## src/wdg_counter.sv

```systemverilog
`timescale 1ns/1ns
`default_nettype none

package wdg_pkg;
  localparam logic [11:0] OFS_MODE     = 12'h000;
  localparam logic [11:0] OFS_ENABLE   = 12'h004;
  localparam logic [11:0] OFS_STATUS   = 12'h008;
  localparam logic [2:0]  MODE_FIXED   = 3'h3;
  localparam int          MODE_FIX_HI  = 7;
  localparam int          MODE_FIX_LO  = 5;
  localparam int          CS_HI_BIT    = 4;
  localparam int          CS_LO_BIT    = 3;
  localparam int          INTV_HI      = 2;
  localparam logic [7:0]  MODE_RESET   = 8'h67;
  localparam logic [7:0]  RESTART_CODE = 8'hAC;
  localparam logic [7:0]  ENABLE_READ  = 8'h9A;
  localparam int          INTV_BASE    = 10;
  localparam int          DIV_W        = 8;
  localparam logic [7:0]  DIV_FAST_MSK = 8'h0F;
  localparam logic [7:0]  DIV_SLOW_MSK = 8'hFF;

  typedef enum logic [2:0] {
    WDG_CAUSE_NONE,
    WDG_CAUSE_MODE_AGAIN,
    WDG_CAUSE_MODE_PARTIAL,
    WDG_CAUSE_BAD_CODE,
    WDG_CAUSE_BIT_OP,
    WDG_CAUSE_OVERFLOW
  } wdg_cause_t;

  typedef struct packed {
    logic        psel;
    logic        penable;
    logic        pwrite;
    logic [11:0] paddr;
    logic [31:0] pwdata;
    logic [3:0]  pstrb;
  } wdg_apb_req_t;
endpackage

module wdg_counter #(
  parameter int CNT_W = 18
) (
  input  wire logic       clk_i,
  input  wire logic       reset_i,
  input  wire logic       tick_i,
  input  wire logic       run_i,
  input  wire logic       restart_i,
  input  wire logic [2:0] sel_i,
  output logic            ovf_o,
  output logic [CNT_W-1:0] count_o
);
  import wdg_pkg::*;

  if (CNT_W < INTV_BASE + 8)
  begin : g_bad_cnt_w
    $error("wdg_counter: CNT_W too small for longest interval");
  end

  // ---------------------------------------------
  // counter and overflow
  // ---------------------------------------------
  wire logic [CNT_W-1:0] limit =
    CNT_W'((CNT_W+1)'(1) << (INTV_BASE + int'(sel_i))) - CNT_W'(1);
  wire logic hit = run_i && tick_i && (count_o == limit);

  always_ff @(posedge clk_i)
  begin
    if (reset_i || restart_i || !run_i || hit)
      count_o <= '0;
    else if (tick_i)
      count_o <= count_o + CNT_W'(1);
  end

  always_ff @(posedge clk_i)
  begin
    if (reset_i)
      ovf_o <= 1'b0;
    else
      ovf_o <= hit && !restart_i;
  end
endmodule

`default_nettype wire

```

## src/wdg_guard.sv

```systemverilog
// Operation
// - mode register accepts exactly one full-byte write after reset
// - any further mode write raises the internal reset
// - first write selecting stopped watchdog suppresses all misuse resets
// - mode register is never changed by a single-bit access
// - enable write other than restart code raises the internal reset
// - single-bit access to enable register raises the internal reset
// - enable register reads back a fixed byte unlike the restart code
//
// Added by the designer: the APB interface to the registers and the register offsets.
`timescale 1ns/1ns
`default_nettype none

module wdg_guard #(
  parameter int CNT_W = 18
) (
  input  wire logic               clk_i,
  input  wire logic               reset_i,
  input  wire wdg_pkg::wdg_apb_req_t apb_i,
  input  wire logic               bit_op_i,
  output logic                    pready_o,
  output logic                    pslverr_o,
  output logic [31:0]             prdata_o,
  output logic                    wdt_reset_o,
  output logic                    running_o
);
  import wdg_pkg::*;

  if (CNT_W < 18 || CNT_W > 30)
  begin : g_bad_cnt_w
    $error("wdg_guard: CNT_W out of range");
  end

  logic [7:0]       watchdog_mode;
  logic             mode_written;
  wdg_cause_t       cause;
  logic [DIV_W-1:0] div;
  logic             ovf;
  logic [CNT_W-1:0] count;

  // ---------------------------------------------
  // bus decode
  // ---------------------------------------------
  wire logic acc_first = apb_i.psel && apb_i.penable && !pready_o;
  wire logic acc_done  = apb_i.psel && apb_i.penable && pready_o;
  wire logic acc_wr    = acc_done && apb_i.pwrite;
  wire logic sel_mode  = apb_i.paddr == OFS_MODE;
  wire logic sel_en    = apb_i.paddr == OFS_ENABLE;
  wire logic sel_stat  = apb_i.paddr == OFS_STATUS;
  wire logic mapped    = sel_mode || sel_en || sel_stat;
  wire logic full_byte = apb_i.pstrb[0] && !bit_op_i;
  wire logic mode_wr   = acc_wr && sel_mode;
  wire logic en_wr     = acc_wr && sel_en;
  wire logic good_code = apb_i.pwdata[7:0] == RESTART_CODE;

  // ---------------------------------------------
  // misuse checks
  // ---------------------------------------------
  wire logic exempt = mode_written && watchdog_mode[CS_HI_BIT];
  wire logic mode_again   = mode_wr && mode_written;
  wire logic mode_partial = mode_wr && !mode_written
                            && !full_byte;
  wire logic en_bitop     = en_wr && !full_byte;
  wire logic en_badcode   = en_wr && full_byte && !good_code;
  wire logic restart      = en_wr && full_byte && good_code;
  wire logic run          = mode_written && !watchdog_mode[CS_HI_BIT];

  wire wdg_cause_t next_cause = wdg_cause_t'(
    exempt       ? WDG_CAUSE_NONE :
    mode_again   ? WDG_CAUSE_MODE_AGAIN :
    mode_partial ? WDG_CAUSE_MODE_PARTIAL :
    en_bitop     ? WDG_CAUSE_BIT_OP :
    en_badcode   ? WDG_CAUSE_BAD_CODE :
    ovf          ? WDG_CAUSE_OVERFLOW : WDG_CAUSE_NONE);
  wire logic next_rst = next_cause != WDG_CAUSE_NONE;

  // ---------------------------------------------
  // clock divider
  // ---------------------------------------------
  wire logic [DIV_W-1:0] div_msk =
    watchdog_mode[CS_LO_BIT] ? DIV_SLOW_MSK : DIV_FAST_MSK;
  wire logic tick = (div & div_msk) == '0;

  always_ff @(posedge clk_i)
  begin
    if (reset_i)
      div <= '0;
    else
      div <= div + DIV_W'(1);
  end

  // ---------------------------------------------
  // mode register
  // ---------------------------------------------
  always_ff @(posedge clk_i)
  begin
    if (reset_i)
    begin
      watchdog_mode <= MODE_RESET;
      mode_written  <= 1'b0;
    end
    else if (mode_wr && !mode_written && full_byte)
    begin
      watchdog_mode <= apb_i.pwdata[7:0];
      mode_written  <= 1'b1;
    end
  end

  // ---------------------------------------------
  // internal reset and cause
  // ---------------------------------------------
  always_ff @(posedge clk_i)
  begin
    if (reset_i)
    begin
      wdt_reset_o <= 1'b0;
      cause       <= WDG_CAUSE_NONE;
    end
    else
    begin
      wdt_reset_o <= next_rst;
      if (next_rst && cause == WDG_CAUSE_NONE)
        cause <= next_cause;
    end
  end

  always_ff @(posedge clk_i)
  begin
    if (reset_i)
      running_o <= 1'b0;
    else
      running_o <= run;
  end

  wdg_counter #(
    .CNT_W (CNT_W)
  ) u_counter (
    .clk_i     (clk_i),
    .reset_i   (reset_i),
    .tick_i    (tick),
    .run_i     (run),
    .restart_i (restart),
    .sel_i     (watchdog_mode[INTV_HI:0]),
    .ovf_o     (ovf),
    .count_o   (count)
  );

  // ---------------------------------------------
  // read path
  // ---------------------------------------------
  wire logic [31:0] rd_data =
    sel_mode ? {24'h0, watchdog_mode} :
    sel_en   ? {24'h0, ENABLE_READ} :
    sel_stat ? {27'h0, cause, running_o, mode_written} : 32'h0;

  always_ff @(posedge clk_i)
  begin
    if (reset_i)
    begin
      pready_o  <= 1'b0;
      pslverr_o <= 1'b0;
      prdata_o  <= 32'h0;
    end
    else
    begin
      pready_o  <= acc_first;
      pslverr_o <= acc_first && !mapped;
      prdata_o  <= (acc_first && !apb_i.pwrite) ? rd_data : 32'h0;
    end
  end
endmodule

`default_nettype wire

```

## config.mk

```make
export PLATFORM = sky130hd
export DESIGN_NAME = wdg_guard
export DESIGN_NICKNAME = d
export VERILOG_FILES = /design/src/wdg_counter.sv /design/src/wdg_guard.sv
export SDC_FILE = /design/constraint.sdc
export NUM_CORES = 1
export LEC_CHECK = 0
export BUFFER_PORTS_ARGS = -buffer_cell sky130_fd_sc_hd__buf_2
export CAP_MARGIN = 20
export CORE_ASPECT_RATIO = 1.5
export CORE_MARGIN = 2
export CORE_UTILIZATION = 32
export CTS_BUF_LIST = sky130_fd_sc_hd__clkbuf_8
export CTS_CLUSTER_DIAMETER = 60
export CTS_CLUSTER_SIZE = 25
export DETAILED_ROUTE_END_ITERATION = 7
export GPL_TIMING_DRIVEN = 0
export SLEW_MARGIN = 15
export SYNTH_ARGS = -nofsm -noshare
export SYNTH_HDL_FRONTEND = slang
export SYNTH_SLANG_ARGS = --single-unit
```

## constraint.sdc

```tcl
create_clock -name clk_i -period 3.15 [get_ports clk_i]
set_input_delay 0.1575 -clock clk_i [delete_from_list [all_inputs] [get_ports clk_i]]
set_output_delay 0.1575 -clock clk_i [all_outputs]
set_load 0.02 [all_outputs]
```

==> flow_metrics.tcl, run 1 <==
set metrics [dict create \
    yosysWarnings 0 \
    seq_power_share_pct 53.7 \
    worstMarginPinSlew_ps 543 \
    powerDensity_nw_per_um2 364 \
    fp.dieW_um 80.4 \
    synth-edff-count 0 \
    insertion_delay_ps 300 \
    setup.worst_path.class "flip-flop to flip-flop" \
    die_h_um 119 \
    leakage_uw 0.00141 \
    hold_violations 0 \
    synth_area_um2 2800 \
    postRouteAntennaNets 0 \
    final-setup-viol-count 0 \
    max_freq_mhz 340 \
    clk_pin_slew_ps 90 \
    final.setup.worst_slack_ps 208 \
    fin_skew_ps 6.06 \
    crit_path_start_kind "flip-flop" \
    dp.final_hpwl_um 4830 \
    port_buffers 37 \
    slew_headroom_pct 63.8 \
    grt_max_degree 15 \
    place_congestion 0.862 \
    finalNonFillerCells 500 \
    vias 2349 \
    hold_path_class "input pin to flip-flop" \
    pwr-share-clk_pct 36.5 \
    drc 0 \
    fin_crit_ps 2940 \
    maxCapViolCount 0 \
    dr.pass1.iters 4 \
    ys_types 52 \
    ys_async_sr_fraction_pct 0 \
    endpoint_kind "flip-flop" \
    overflow 0 \
    ios 90 \
    cts_tree "yes" \
    ir_worst_vdd_uv 144 \
    grt_pass1_wl_um 10100 \
    grt_setup_unrepaired "no" \
    maxSlewViolCount 0 \
    combinationalPowerShare_pct 9.8 \
    synthToLayoutAreaGrowth_pct 18.9 \
    avgViaCountPerCell 4.70 \
    ys.flop_type "dfxtp_1" \
    grtUsageTotal_pct 13.4 \
    clkSinkCount 51 \
    synth_area_per_cell_um2 8.65 \
    period_share_pct 93.4 \
    switching_power_uw 286 \
    rows 41 \
    cts.htree.levels 2 \
    tns_ps 0 \
    coreArea_um2 8460 \
    yosysMostFrequentCell "nor2_1" \
    status "finished clean" \
    synth_top_area_share_pct 36.4 \
    routed_wl_um 6130 \
    swShare_pct 23.5 \
    fin_nets 457 \
    synth_top_cell_by_area "dfxtp_1" \
    yosys-top-cells-area "dfxtp_1 (36%), nor2_1 (7.1%), buf_4 (6.4%)" \
    crit_arrival_ps 3150 \
    cts_made_buffers 5 \
    crit_fanout 9 \
    dieArea_um2 9540 \
    ys_ff_latch 51 \
    critPathRequiredTime_ps 3350 \
    final_area_um2 3330 \
    dpl-instance-area_um2 3210 \
    placedCellCount 491 \
    grt_pass1_vias 2271 \
    synth_cells 324 \
    root_buffer "clkbuf_8" \
    n_antenna_cell 0 \
    drt_iter0_markers 69 \
    antenna_found_initial 0 \
    drive_above_1_share_pct 20.9 \
    clockBufferDepth 2 \
    dp_slack_ps -131 \
    synth_common_cells "nor2_1 (53), dfxtp_1 (51), buf_4 (24)" \
    intPower_uw 928 \
    initial_core_util_pct 33.1 \
    wl_per_cell_um 12.3 \
    ys_seq_area_share_pct 36.4 \
    finalPower_uw 1210 \
]
[layer usage]
layer  wire, µm  GRT usage [%]  vias up
met5          0              0        -
met4        212           7.31        0
li1           -              -     1203
met1       2420           13.7     1083
met2       3260           24.4       49
met3        243           2.82       14
[cell families after synthesis]
| kind of cell | after synthesis | share of synthesized area (%) |
|---|---|---|
| buf+inv | 52 | 10.5 |
| mux | 5 | 1.78 |
| other cells | 1 | 0.134 |
| flops | 51 | 36.4 |
| fa+ha+maj | 10 | 4.46 |
| compound gates | 34 | 10.2 |
| simple gates | 141 | 27.1 |
| xor+xnor | 30 | 9.37 |
[layout make-up]
type	instances	area (µm²)
sequential	51	1020
fill	889	5130
clock inverter	2	33.8
timing repair buffer	39	200
tap	107	134
clock buffer	5	68.8
inverter	13	48.8
multi-input combinational	244	1580
buffer	39	248
[worst max-delay path, cell delays in order (launching register included)]
cell	delay, ps
dfxtp_1	420
clkbuf_2	250
inv_1	110
ha_1	430
nor4bb_2	380
xnor2_1	130
or4_4	440
o41ai_4	420
buf_4	210
nor2_1	50
[stage by stage]
step,util [%],hold slack [ps]
finish,39.4,65.8
detailed placement,37.9,384
floorplan,-,275
CTS,39.3,59.1
global route,39.4,56.2
global placement,37.9,374
[registers in the layout (all words and copies together), names as in the netlist]
signal and flops:
u_counter.count_o 18, div 8, prdata_o 8, watchdog_mode 8, cause 3, mode_written 1, pready_o 1, pslverr_o 1
running_o 1, u_counter.ovf_o 1, wdt_reset_o 1
[power by group through the flow]
stage	logic, µW	clock network [µW]	registers (µW)
after floorplan	86.2	0	668
after global placement	117	0	667
after detailed placement	118	0	667
after CTS	118	459	652
after global routing	130	480	653
final	119	443	652
[cell usage in the layout, fill, tap and decap left out, types with 6 or more instances in the layout]
cell type   n
xor2_1     14
nor2_1     53
nor3_1     12
xnor2_1    16
buf_2      39
clkbuf_1   10
ha_1       10
nand2_1     9
a211o_1     6
nor2b_1    10
dfxtp_1    51
inv_1      14
conb_1     24
nand3_1    16
buf_4      26
[path summary, 6_finish.rpt]
kind,startpoint,end,slack (ps),depth (start not counted)
hold reg to reg,div[0],div[0],470,1
setup reg to reg,watchdog_mode[1],u_counter.count_o[7],210,9
setup / recovery,watchdog_mode[1],u_counter.count_o[7],210,9
hold / removal,apb_i[4],watchdog_mode[0],70,2
[timing repair]
action,in CTS,in global routing
buffers inserted,2,0
gates cloned,0,0
pin swaps,1,0
endpoints found under the setup margin,12,18
resized for setup,0,3
hold buffers,0,0
No activity file was read; power rests on OpenSTA's default activity.
==> run 2, diff against run 1 <==
GPL_ROUTABILITY_DRIVEN = 0   (was not set)
RECOVER_POWER = 25   (was not set)
==> flow_metrics.tcl, run 2 (synthesis results as in run 1) <==
set metrics [dict create \
    critPathRequiredTime_ps 3350 \
    fin_skew_ps 6.06 \
    leakage_uw 0.00137 \
    maxCapViolCount 0 \
    fp.dieW_um 80.4 \
    largest-register "u_counter.count_o" \
    clk_pin_slew_ps 90 \
    dp.final_hpwl_um 4830 \
    r2r_start "watchdog_mode[1]" \
    layout_common_cells "nor2_1 (53), dfxtp_1 (51), buf_2 (30), buf_4 (26), conb_1 (24)" \
    fin_crit_ps 2940 \
    rows 41 \
    final_common_cell "nor2_1" \
    grt_pass1_wl_um 10100 \
    synthToLayoutAreaGrowth_pct 18.5 \
    hold_path_class "input pin to flip-flop" \
    crit_start "watchdog_mode[1]" \
    max_freq_mhz 340 \
    crit_fanout 9 \
    ir_worst_vdd_uv 144 \
    status "finished clean" \
    largest_reg_flops 18 \
    finalNonFillerCells 500 \
    dp_slack_ps -131 \
    cts-hold-fix-buffers 0 \
    ff2ff_path_depth 9 \
    worstMarginPinSlew_ps 543 \
    wl_per_cell_um 12.3 \
    fillers 898 \
    drive_above_1_share_pct 18.6 \
    avgViaCountPerCell 4.69 \
    clockBufferDepth 2 \
    crit_arrival_ps 3150 \
    ff2ff_setup_slack_ps 210 \
    seq_area_um2 1020 \
    dr.pass1.iters 4 \
    cts.htree.levels 2 \
    drt_iter0_markers 69 \
    hp-start "apb_i[4]" \
    cts_tree "yes" \
    ios 90 \
    postRouteAntennaNets 0 \
    slew_headroom_pct 63.8 \
    final-setup-viol-count 0 \
    endpoint_kind "flip-flop" \
    die_h_um 119 \
    placedCellCount 491 \
    vias 2346 \
    multi_input_area_um2 1580 \
    setup.worst_path.class "flip-flop to flip-flop" \
    tns_ps 0 \
    hold_path_depth 2 \
    period_share_pct 93.4 \
    coreArea_um2 8460 \
    final.setup.worst_slack_ps 209 \
    crit_path_start_kind "flip-flop" \
    hold_violations 0 \
    maxSlewViolCount 0 \
    clkSinkCount 51 \
    powerDensity_nw_per_um2 365 \
    grt_max_degree 15 \
    routed_wl_um 6140 \
    grtUsageTotal_pct 13.4 \
    antenna_found_initial 0 \
    grt_pass1_vias 2271 \
    n_antenna_cell 0 \
    overflow 0 \
    drc 0 \
    initial_core_util_pct 33.1 \
    port_buffers 37 \
    dieArea_um2 9540 \
    root_buffer "clkbuf_8" \
    cts_made_buffers 5 \
    grt_setup_unrepaired "no" \
    insertion_delay_ps 300 \
    finalPower_uw 1210 \
    fin_nets 457 \
]
## run 2: changes by cell type in the layout (fill, tap and decap cells not counted)
cell      before  now
clkbuf_1      10   19
buf_2         39   30
## run 2: through the flow
| stage | util (%) | hold WS [ps] | cell area [µm²] |
|---|---|---|---|
| 6_report | 39.3 | 65.8 | 3320 |
| 5_1_grt | 39.3 | 56.2 | 3320 |
| 4_1_cts | 39.3 | 59.1 | 3330 |
| 3_5_place_dp | 37.9 | 384 | 3210 |
| 3_3_place_gp | 37.9 | 374 | 3210 |
| 2_1_floorplan | - | 275 | 2890 |
## run 2: path summary, 6_finish.rpt
kind | end
worst max-delay path | u_counter.count_o[7]
worst min-delay path | watchdog_mode[0]
worst max register to register | u_counter.count_o[7]
worst min register to register | div[0]
## run 2: cell type report
cell class                 count  area share [%]
multi-input combinational    244            47.6
sequential                    51            30.7
buffer                        39            7.45
timing repair buffer          39            5.69
tap                          107            4.03
clock buffer                   5            2.07
inverter                      13            1.47
clock inverter                 2            1.02
## run 2: repair_timing
action,4_1_cts,5_1_grt
pin swaps,1,0
setup buffers,2,0
setup endpoints to repair,12,18
resized for setup,0,3
## run 2: metal layers
layer | global-route usage [%] | share of wire (%) | vias to the layer above
met4 | 7.31 | 3.5 | 0
li1 | - | - | 1203
met3 | 2.82 | 4.1 | 14
met5 | 0 | 0 | -
met1 | 13.7 | 39 | 1080
met2 | 24.4 | 53 | 49
## run 2: report_power, final
| group | internal, µW | switching, µW |
|---|---|---|
| registers | 648 | 3.64 |
| logic | 49.8 | 68.9 |
| clock network | 230 | 213 |
## run 2: worst max-delay path: stages, from the launching register on
cell	delay, ps
dfxtp_1	420
clkbuf_2	250
inv_1	110
ha_1	430
nor4bb_2	380
xnor2_1	130
or4_4	440
o41ai_4	420
buf_4	210
nor2_1	50
